[src/verilog/prc_pkg.sv]
// Package: register numbers, field layouts, codes for the privileged register console
package prc_pkg;
  localparam int REG_NUM_W = 32;
  localparam logic [5:0] REG_KSP = 6'h00;
  localparam logic [5:0] REG_ESP = 6'h01;
  localparam logic [5:0] REG_SSP = 6'h02;
  localparam logic [5:0] REG_USP = 6'h03;
  localparam logic [5:0] REG_ISP = 6'h04;
  localparam logic [5:0] REG_P0B = 6'h08;
  localparam logic [5:0] REG_P0L = 6'h09;
  localparam logic [5:0] REG_P1B = 6'h0a;
  localparam logic [5:0] REG_P1L = 6'h0b;
  localparam logic [5:0] REG_SYB = 6'h0c;
  localparam logic [5:0] REG_SYL = 6'h0d;
  localparam logic [5:0] REG_PBB = 6'h10;
  localparam logic [5:0] REG_CBB = 6'h11;
  localparam logic [5:0] REG_PRI = 6'h12;
  localparam logic [5:0] REG_AST = 6'h13;
  localparam logic [5:0] REG_SWREQ = 6'h14;
  localparam logic [5:0] REG_SWSUM = 6'h15;
  localparam logic [5:0] REG_ITC = 6'h18;
  localparam logic [5:0] REG_IRV = 6'h19;
  localparam logic [5:0] REG_ICN = 6'h1a;
  localparam logic [5:0] REG_CAL = 6'h1b;
  localparam logic [5:0] REG_RXC = 6'h20;
  localparam logic [5:0] REG_RXB = 6'h21;
  localparam logic [5:0] REG_TXC = 6'h22;
  localparam logic [5:0] REG_TXB = 6'h23;
  localparam logic [5:0] REG_MEN = 6'h38;
  localparam logic [5:0] REG_FLA = 6'h39;
  localparam logic [5:0] REG_FL1 = 6'h3a;
  localparam logic [5:0] REG_PMN = 6'h3d;
  localparam logic [5:0] REG_TYP = 6'h3e;
  localparam logic [5:0] REG_PRB = 6'h3f;
  localparam int REG_COUNT = 64;
  // Opcodes
  localparam logic [7:0] OP_MOVE_TO = 8'hDA;
  localparam logic [7:0] OP_MOVE_FROM = 8'hDB;
  localparam logic [1:0] MODE_KERNEL = 2'h0;
  // Control/status field positions
  localparam int IE_BIT = 6;
  localparam int DONE_BIT = 7;
  localparam int ERR_BIT = 15;
  localparam int SEL_LSB = 8;
  localparam int SEL_W = 4;
  localparam int DATA_W = 8;
  localparam logic [31:0] RXC_RESET = 32'h0000_0000;
  localparam logic [31:0] TXC_RESET = 32'h0000_0080;
  localparam int TYPE_LSB = 24;
  localparam logic [7:0] CONSOLE_LEVEL = 8'h14;
  // Select codes
  localparam logic [3:0] SEL_TERM = 4'h0;
  localparam logic [3:0] SEL_DRV_DATA = 4'h1;
  localparam logic [3:0] SEL_FUNC_DONE = 4'h2;
  localparam logic [3:0] SEL_DRV_CMD = 4'h9;
  localparam logic [3:0] SEL_MISC = 4'hF;
  localparam logic [7:0] CMD_READ = 8'h00;
  localparam logic [7:0] CMD_WRITE = 8'h01;
  localparam logic [7:0] CMD_STATUS = 8'h02;
  localparam logic [7:0] CMD_WR_DEL = 8'h03;
  localparam logic [7:0] CMD_CANCEL = 8'h04;
  localparam logic [7:0] CODE_PROTO_ERR = 8'h05;
  localparam logic [7:0] MISC_SW_DONE = 8'h01;
  localparam logic [7:0] MISC_BOOT = 8'h02;
  localparam logic [7:0] MISC_CLR_WARM = 8'h03;
  localparam logic [7:0] MISC_CLR_COLD = 8'h04;
  localparam int STAT_SUMMARY_BIT = 7;
  typedef enum logic [1:0]
  {
    FLT_NONE,
    FLT_RSVD_OPERAND,
    FLT_RSVD_INSTR
  } prc_fault_type;
endpackage

[src/verilog/prc_console.sv]
// Privileged register bank with console receive/transmit registers
// Contract
// - Nonexistent register number on either move gives reserved operand fault.
// - Either move outside kernel mode gives reserved instruction fault.
// - Move-to a read-only register gives reserved operand fault.
// - Move-from a write-only register gives reserved operand fault.
// - Either move updates N,Z from value, clears V, keeps C; faults keep flags.
// - Opcode DB reads the selected register longword into destination.
// - Processor type register is read-only constant with upper type field.
// - Receive control register clears to zero at bootstrap.
// - Each delivered datum sets the read-only receive-complete flag.
// - Receive interrupt at level 20 when enable AND complete rises.
// - Receive buffer error bit set on overrun or lost connection.
// - Reading receive buffer clears complete flag and its interrupt.
// - Select field 0 marks terminal data; nonzero layout implementation defined.
// - Transmit control register resets with only ready flag set.
// - Ready flag set whenever console transmitter is not busy.
// - Transmit interrupt at level 20 when enable AND ready rises.
// - Writing transmit buffer sends datum, clears ready and its interrupt.
// - Destination select 0 is terminal; value one routes to floppy.
// - Select codes: 0 terminal, 1 drive data, 2 complete, 9 command, F misc.
// - Drive commands 0..4 and misc codes 1..4 as encoded.
// - Console returns code 5 on overlapping command or unexpected data.
// - Completion status byte tagged with select code 2.
// - Status byte mirrors floppy status; bit 7 is error summary.
// - Opcode DA writes source longword into the selected register.
`timescale 1ns/1ps
module prc_console
  import prc_pkg::*;
#(
  parameter logic [7:0] TYPE_CODE = 8'hA5,
  parameter logic [23:0] TYPE_SPECIFIC = 24'h00_0001
)
(
  input wire logic sys_clk,
  input wire logic rstn,
  input wire logic instrValid,
  input wire logic [7:0] instrOpcode,
  input wire logic [1:0] currentPrivilegeMode,
  input wire logic [REG_NUM_W-1:0] regNumber,
  input wire logic [31:0] srcData,
  input wire logic [3:0] flagsIn,
  input wire logic rxValid,
  input wire logic [SEL_W-1:0] rxSelect,
  input wire logic [DATA_W-1:0] rxData,
  input wire logic rxLineError,
  input wire logic txBusy,
  output logic doneValid,
  output prc_fault_type fault,
  output logic [31:0] dstData,
  output logic dstWritten,
  output logic [3:0] flagsOut,
  output logic txValid,
  output logic [SEL_W-1:0] txSelect,
  output logic [DATA_W-1:0] txData,
  output logic rxIrq,
  output logic txIrq,
  output logic [7:0] irqLevel
);
  // Access class of one register number
  function automatic logic [1:0] regClass(input logic [5:0] n);
    // 0 none, 1 RW, 2 RO, 3 WO
    unique case (n)
      REG_KSP, REG_ESP, REG_SSP, REG_USP, REG_ISP,
      REG_P0B, REG_P0L, REG_P1B, REG_P1L, REG_SYB, REG_SYL,
      REG_PBB, REG_CBB, REG_PRI, REG_AST, REG_SWSUM, REG_ITC,
      REG_CAL, REG_RXC, REG_TXC, REG_MEN, REG_PMN: regClass = 2'd1;
      REG_ICN, REG_RXB, REG_TYP: regClass = 2'd2;
      REG_SWREQ, REG_IRV, REG_TXB, REG_FLA, REG_FL1, REG_PRB:
        regClass = 2'd3;
      default: regClass = 2'd0;
    endcase
  endfunction

  logic [31:0] bank_reg [REG_COUNT];
  logic [31:0] rxCtl_reg;
  logic [31:0] rxBuf_reg;
  logic [31:0] txCtl_reg;
  logic rxInt_reg;
  logic txInt_reg;
  logic rxIrq_reg;
  logic txIrq_reg;
  // Set by a buffer write until the console shows busy
  logic txPend_reg;
  logic [1:0] txBusySync_reg;
  logic [1:0] rxValidSync_reg;
  logic rxValidSeen_reg;
  logic [SEL_W-1:0] rxSelSync1_reg;
  logic [SEL_W-1:0] rxSelSync2_reg;
  logic [DATA_W-1:0] rxDataSync1_reg;
  logic [DATA_W-1:0] rxDataSync2_reg;
  logic [1:0] rxErrSync_reg;
  logic doneValid_reg;
  prc_fault_type fault_reg;
  logic [31:0] dstData_reg;
  logic dstWritten_reg;
  logic [3:0] flags_reg;
  logic txValid_reg;
  logic [SEL_W-1:0] txSelect_reg;
  logic [DATA_W-1:0] txData_reg;

  wire [5:0] regIdx = regNumber[5:0];
  wire inRange = (regNumber[REG_NUM_W-1:6] == '0);
  wire [1:0] cls = inRange ? regClass(regIdx) : 2'd0;
  wire isWrite = instrValid && (instrOpcode == OP_MOVE_TO);
  wire isRead = instrValid && (instrOpcode == OP_MOVE_FROM);
  wire isMove = isWrite || isRead;
  wire privFault = isMove && (currentPrivilegeMode != MODE_KERNEL);
  wire noReg = (cls == 2'd0);
  wire roFault = isWrite && (cls == 2'd2);
  wire woFault = isRead && (cls == 2'd3);
  wire opFault = isMove && !privFault && (noReg || roFault || woFault);
  wire goWrite = isWrite && !privFault && !opFault;
  wire goRead = isRead && !privFault && !opFault;
  wire rxBufRead = goRead && (regIdx == REG_RXB);
  wire txBufWrite = goWrite && (regIdx == REG_TXB);
  wire rxCtlWrite = goWrite && (regIdx == REG_RXC);
  wire txCtlWrite = goWrite && (regIdx == REG_TXC);
  wire rxArrive = rxValidSync_reg[1] && !rxValidSeen_reg;
  wire txReady = !txBusySync_reg[1];

  wire [31:0] typeWord = {TYPE_CODE, TYPE_SPECIFIC};
  wire [31:0] readMux =
    (regIdx == REG_TYP) ? typeWord :
    (regIdx == REG_RXC) ? rxCtl_reg :
    (regIdx == REG_RXB) ? rxBuf_reg :
    (regIdx == REG_TXC) ? txCtl_reg : bank_reg[regIdx];

  // complete flag, set wins over read clear
  wire rxDoneNext = rxArrive ? 1'b1 : (rxBufRead ? 1'b0 : rxCtl_reg[DONE_BIT]);
  wire rxIeNext = rxCtlWrite ? srcData[IE_BIT] : rxCtl_reg[IE_BIT];
  // ready follows transmitter, cleared on buffer write
  wire txRdyNext = txBufWrite ? 1'b0 : (txReady && !txPend_reg);
  wire txPendNext = txBufWrite ? 1'b1 :
    (txBusySync_reg[1] ? 1'b0 : txPend_reg);
  wire txIeNext = txCtlWrite ? srcData[IE_BIT] : txCtl_reg[IE_BIT];
  wire rxAnd = rxIeNext && rxDoneNext;
  wire txAnd = txIeNext && txRdyNext;
  // rising edge of enable AND complete
  wire rxIrqNext = (rxAnd && !(rxCtl_reg[IE_BIT] && rxCtl_reg[DONE_BIT]))
    ? 1'b1 : (rxBufRead || !rxAnd) ? 1'b0 : rxIrq_reg;
  // rising edge of enable AND ready
  wire txIrqNext = (txAnd && !(txCtl_reg[IE_BIT] && txCtl_reg[DONE_BIT]))
    ? 1'b1 : (txBufWrite || !txAnd) ? 1'b0 : txIrq_reg;

  // condition codes: N,Z,V,C at bits 3..0
  wire [3:0] flagsNext = (goRead || goWrite)
    ? {(goRead ? readMux[31] : srcData[31]),
       ((goRead ? readMux : srcData) == 32'h0000_0000), 1'b0, flagsIn[0]}
    : flagsIn;

  // error on line error or overrun
  wire rxErrNext = rxErrSync_reg[1] || rxCtl_reg[DONE_BIT];
  // select tag and data as delivered by console
  wire [31:0] rxWord = {16'h0000, rxErrNext, 3'b000, rxSelSync2_reg,
                        rxDataSync2_reg};

  // Synchronisers for pin-side console inputs
  always_ff @(posedge sys_clk)
  begin
    txBusySync_reg <= {txBusySync_reg[0], txBusy};
    rxValidSync_reg <= {rxValidSync_reg[0], rxValid};
    rxErrSync_reg <= {rxErrSync_reg[0], rxLineError};
    rxSelSync1_reg <= rxSelect;
    rxSelSync2_reg <= rxSelSync1_reg;
    rxDataSync1_reg <= rxData;
    rxDataSync2_reg <= rxDataSync1_reg;
    rxValidSeen_reg <= rxValidSync_reg[1];
  end

  // General bank storage
  always_ff @(posedge sys_clk)
  begin
    if (goWrite)
    begin
      bank_reg[regIdx] <= srcData;
    end
  end

  always_ff @(posedge sys_clk)
  begin
    if (!rstn)
    begin
      rxCtl_reg <= RXC_RESET;
      txCtl_reg <= TXC_RESET;
      rxBuf_reg <= 32'h0000_0000;
      rxIrq_reg <= 1'b0;
      txIrq_reg <= 1'b0;
      txPend_reg <= 1'b0;
    end
    else
    begin
      rxCtl_reg <= 32'h0000_0000;
      rxCtl_reg[DONE_BIT] <= rxDoneNext;
      rxCtl_reg[IE_BIT] <= rxIeNext;
      txCtl_reg <= 32'h0000_0000;
      txCtl_reg[DONE_BIT] <= txRdyNext;
      txCtl_reg[IE_BIT] <= txIeNext;
      if (rxArrive)
      begin
        rxBuf_reg <= rxWord;
      end
      rxIrq_reg <= rxIrqNext;
      txIrq_reg <= txIrqNext;
      txPend_reg <= txPendNext;
    end
  end

  always_ff @(posedge sys_clk)
  begin
    if (!rstn)
    begin
      doneValid_reg <= 1'b0;
      fault_reg <= FLT_NONE;
      dstData_reg <= 32'h0000_0000;
      dstWritten_reg <= 1'b0;
      flags_reg <= 4'h0;
      txValid_reg <= 1'b0;
      txSelect_reg <= SEL_TERM;
      txData_reg <= '0;
    end
    else
    begin
      doneValid_reg <= isMove;
      fault_reg <= privFault ? FLT_RSVD_INSTR :
                   opFault ? FLT_RSVD_OPERAND : FLT_NONE;
      dstWritten_reg <= goRead;
      if (goRead)
      begin
        dstData_reg <= readMux;
      end
      flags_reg <= flagsNext;
      // send datum with its select to console
      txValid_reg <= txBufWrite;
      if (txBufWrite)
      begin
        txSelect_reg <= srcData[SEL_LSB +: SEL_W];
        txData_reg <= srcData[DATA_W-1:0];
      end
    end
  end

  assign doneValid = doneValid_reg;
  assign fault = fault_reg;
  assign dstData = dstData_reg;
  assign dstWritten = dstWritten_reg;
  assign flagsOut = flags_reg;
  assign txValid = txValid_reg;
  assign txSelect = txSelect_reg;
  assign txData = txData_reg;
  assign rxIrq = rxIrq_reg;
  assign txIrq = txIrq_reg;
  assign irqLevel = CONSOLE_LEVEL;
endmodule

[config.mk]
export PLATFORM = sky130hd
export DESIGN_NAME = prc_console
export DESIGN_NICKNAME = d
export VERILOG_FILES = /design/src/verilog/prc_pkg.sv /design/src/verilog/prc_console.sv
export SDC_FILE = /design/constraint.sdc
export NUM_CORES = 2
export LEC_CHECK = 0
export BUFFER_PORTS_ARGS = -buffer_cell sky130_fd_sc_hd__buf_2
export CORE_MARGIN = 2
export CORE_UTILIZATION = 30
export CTS_BUF_LIST = sky130_fd_sc_hd__clkbuf_4
export DETAILED_ROUTE_END_ITERATION = 16
export GPL_TIMING_DRIVEN = 0
export SETUP_SLACK_MARGIN = 0.4
export SYNTH_ARGS = -nofsm -noshare
export SYNTH_HDL_FRONTEND = slang
export SYNTH_SLANG_ARGS = --single-unit
[constraint.sdc]
create_clock -name sys_clk -period 7 [get_ports sys_clk]
set_input_delay 1.4 -clock sys_clk [delete_from_list [all_inputs] [get_ports sys_clk]]
set_output_delay 1.4 -clock sys_clk [all_outputs]
set_load 0.03 [all_outputs]
==> flow_summary.json <==
{
  "status": "finished with violations",
  "violations": "capacitance limit, slew limit",
  "tightest_slew_ns": 1.67,
  "core_um2": 273000,
  "intPower_mw": 21.1,
  "grt_util_met1_pct": 27.0,
  "max_freq_mhz": 147,
  "clock_latency_ns": 1.43,
  "syn_area_um2": 82400,
  "seq_power_share_pct": 53.0,
  "synth_edf_count": 2048,
  "wirelength_um": 317000,
  "rsz0062_at_grt": "no",
  "drt-initial-drc-count": 9813,
  "cts_root_buf": "clkbuf_4",
  "die_y_um": 528,
  "area_growth_pct": 23.0,
  "peakVddDrop_v": 0.000186,
  "hold_start": "flagsIn[0]",
  "fin_worst_skew_ns": 0.137,
  "grt.overflow.total": 0,
  "setup-tns-final_ns": 0,
  "vias": 54700,
  "cp-start-kind": "input pin",
  "synthCells": 4412,
  "drive_gt1_share_pct": 26.1,
  "wl_per_cell_um": 30.9,
  "drc_errors": 0,
  "initial_core_util_pct": 30.2,
  "setup_viol": 0,
  "hold_viol_final": 0,
  "timing.final.crit_share_pct": 97.3,
  "grt_start_max_net_pins": 69,
  "postPlaceCellArea_um2": 93800,
  "cap_violations": 7,
  "path_clk_slew_ns": 0.06,
  "relSlewSlack_pct": -11.3,
  "largest_reg_flops": 2048,
  "powerDensity_nw_per_um2": 274,
  "end_kind": "flip-flop",
  "setup_slack_ns": 0.190,
  "synthArstFlopShare_pct": 0,
  "drv_slew": 68,
  "syn_avg_cell_area_um2": 18.7,
  "synth_compound_area_share_pct": 6.43,
  "timing.hold.ws_ns": 0.204,
  "io_buffers": 148,
  "critPathLaunch": "regNumber[0]",
  "cts.sink_count": 2152,
  "num_rows": 192,
  "critical_path_required_ns": 8.34,
  "vias_per_cell": 5.33,
  "dieArea_um2": 279000,
  "critPathKind": "input pin to flip-flop",
  "dp_worst_setup_slack_ns": -3.27,
  "drtAntennaViolNets": 0,
  "yosysSeqAreaShare_pct": 77.1,
  "pwr-share-clk_pct": 40.0,
  "grt.busiest_layer": "met2",
  "place.gp.congestion": 0.970,
  "cts_tree": "yes",
  "grt_pass1_wl_um": 419000,
  "met3_usage_pct": 7.60,
  "yosysWarnings": 0,
  "yosysUniqueCellTypes": 81,
  "power.share.combinational_pct": 6.9,
  "ys_ff_latch": 2152,
  "synth_top_family_by_area": "multiplexers",
  "total_leakage_power_nw": 36.1,
  "hpwl_um": 210000,
  "fin_nets": 6383,
  "first_pass_iters": 9,
  "numCtsBuffers": 581,
  "grt_usage_pct": 22.1,
  "grt_antenna_before_repair": 54,
  "holdCritPathClass": "input pin to flip-flop",
  "h-tree-depth": 6,
  "period_needed_ns": 6.81,
  "synth_flop_cell": "edfxtp_1",
  "p_sw_mw": 6.71,
  "critPathMaxFanout": 10,
  "reg2reg_from": "bank_reg[63][7]",
  "yosys.area_share.adder_pct": 0.106,
  "ios": 159,
  "synthMuxAreaShare_pct": 11.2,
  "die_w_um": 528,
  "switching_share_pct": 24.1,
  "clk_path_buf_depth": 4,
  "fin_area_um2": 101000,
  "cp.arrival_ns": 8.15,
  "synth-xor-area-share_pct": 0,
  "yosys.area_share.simple_pct": 3.34,
  "grt_pass1_vias": 52500,
  "met2_usage_pct": 33.5
}
==> timing repair <==
| item | 4_1_cts | 5_1_grt |
|---|---|---|
| hold buffers | 15 | 0 |
| pin swaps | 6 | 1 |
| gates cloned | 0 | 0 |
| endpoints found under the setup margin | 814 | 109 |
| hold endpoints to repair | 15 | 0 |
| setup buffers | 12 | 0 |
| gates resized for setup | 11 | 16 |
==> power by group through the flow <==
stage,registers (mW),clock network (mW),logic [mW]
global placement,15.0,0,1.78
floorplan,15.0,0,0.895
detailed placement,15.0,0,1.82
finish,14.7,11.1,1.93
global route,14.8,11.9,1.96
CTS,14.7,11.2,1.83
==> layout make-up <==
type,count,area (µm²)
fill,25800,172000
sequential,2152,63600
multi-input combinational,2947,21300
clock buffer,831,6240
tap,3589,4490
timing repair buffer,319,3280
buffer,270,1510
clock inverter,117,843
antenna,22,55.1
inverter,9,33.8
==> path summary, 6_finish.rpt <==
check	to	slack (ns)	depth (start not counted)
max reg2reg	flagsOut[2]	2.30	9
min	flagsOut[0]	0.20	2
min reg2reg	rxDataSync2_reg[3]	0.29	0
max	flagsOut[2]	0.19	17
==> cell usage after synthesis, drive strengths merged (6+ instances only) <==
| library cell | instances | area [µm²] |
|---|---|---|
| or4 | 6 | 45.0 |
| nand4 | 18 | 113 |
| and2 | 11 | 68.8 |
| buf | 160 | 1050 |
| edfxtp | 2048 | 61500 |
| nor2 | 175 | 659 |
| nand3 | 24 | 120 |
| o2111ai | 7 | 61.3 |
| o221ai | 18 | 158 |
| dfxtp | 104 | 2080 |
| a211o | 7 | 61.3 |
| nor4 | 42 | 263 |
| mux2i | 291 | 2910 |
| ha | 7 | 87.6 |
| mux4 | 226 | 5090 |
| o21ai | 77 | 385 |
| a22oi | 139 | 1050 |
| a211oi | 22 | 165 |
| a31oi | 32 | 200 |
| nor3b | 6 | 50.1 |
| nand2b | 9 | 56.3 |
| o22ai | 88 | 551 |
| a21oi | 175 | 876 |
| a22o | 21 | 184 |
| nor2b | 14 | 87.6 |
| a221oi | 89 | 786 |
| o22a | 10 | 87.6 |
| inv | 9 | 33.8 |
| a2111oi | 15 | 133 |
| nand2 | 189 | 709 |
| a221o | 6 | 60.1 |
| mux2 | 107 | 1210 |
| o211ai | 13 | 97.6 |
| clkbuf | 110 | 413 |
| nor3 | 41 | 205 |
| and3 | 9 | 56.3 |
| o2bb2ai | 11 | 96.3 |
==> metal layers <==
metal	share of wire, %	vias up
li1	-	21300
met1	34	27400
met2	44	4745
met3	15	1182
met4	7.2	34
met5	0.095	-
==> cells in the final DEF, fill, tap and decap left out, types with 40 or more instances in the layout <==
cell type / instances
edfxtp_1: 2048
conb_1: 968
clkbuf_4: 831
mux2i_1: 291
mux4_2: 226
buf_2: 213
nand2_1: 188
a21oi_1: 174
nor2_1: 150
a22oi_1: 138
dfxtp_1: 104
mux2_2: 98
buf_6: 95
clkbuf_1: 91
o22ai_1: 88
a221oi_1: 87
o21ai_0: 73
clkinv_1: 73
buf_4: 71
nor4_1: 40
==> per-stage QoR <==
step | power (mW) | utilization, % | std cells
after floorplan | 15.9 | - | 5378
after global placement | 16.8 | 33.4 | 9115
after detailed placement | 16.8 | 34.3 | 9254
after CTS | 27.8 | 37.0 | 10200
after global routing | 28.6 | 37.1 | 10200
final | 27.8 | 37.1 | 10300
==> worst max-delay path, cell delays in order <==
cell       delay, ns
buf_2           0.37
buf_6           0.23
buf_6           0.20
buf_6           0.21
buf_6           0.25
buf_2           0.51
buf_2           0.74
mux2i_1         0.26
o2bb2ai_1       0.09
a221oi_1        0.55
o22ai_1         0.45
nor4_1          1.25
nor3_1          0.28
nor4_1          0.37
nand4b_1        0.14
or4_1           0.66
nand2_1         0.11
==> cells by family after synthesis <==
| family | count (synthesis) |
|---|---|
| flip-flops | 2152 |
| AO/OA/AOI/OAI | 769 |
| multiplexers | 624 |
| AND/OR/NAND/NOR | 579 |
| buffers and inverters | 279 |
| adder cells (fa/ha/maj) | 7 |
| other | 2 |
Power figures use the tool's default switching activity.
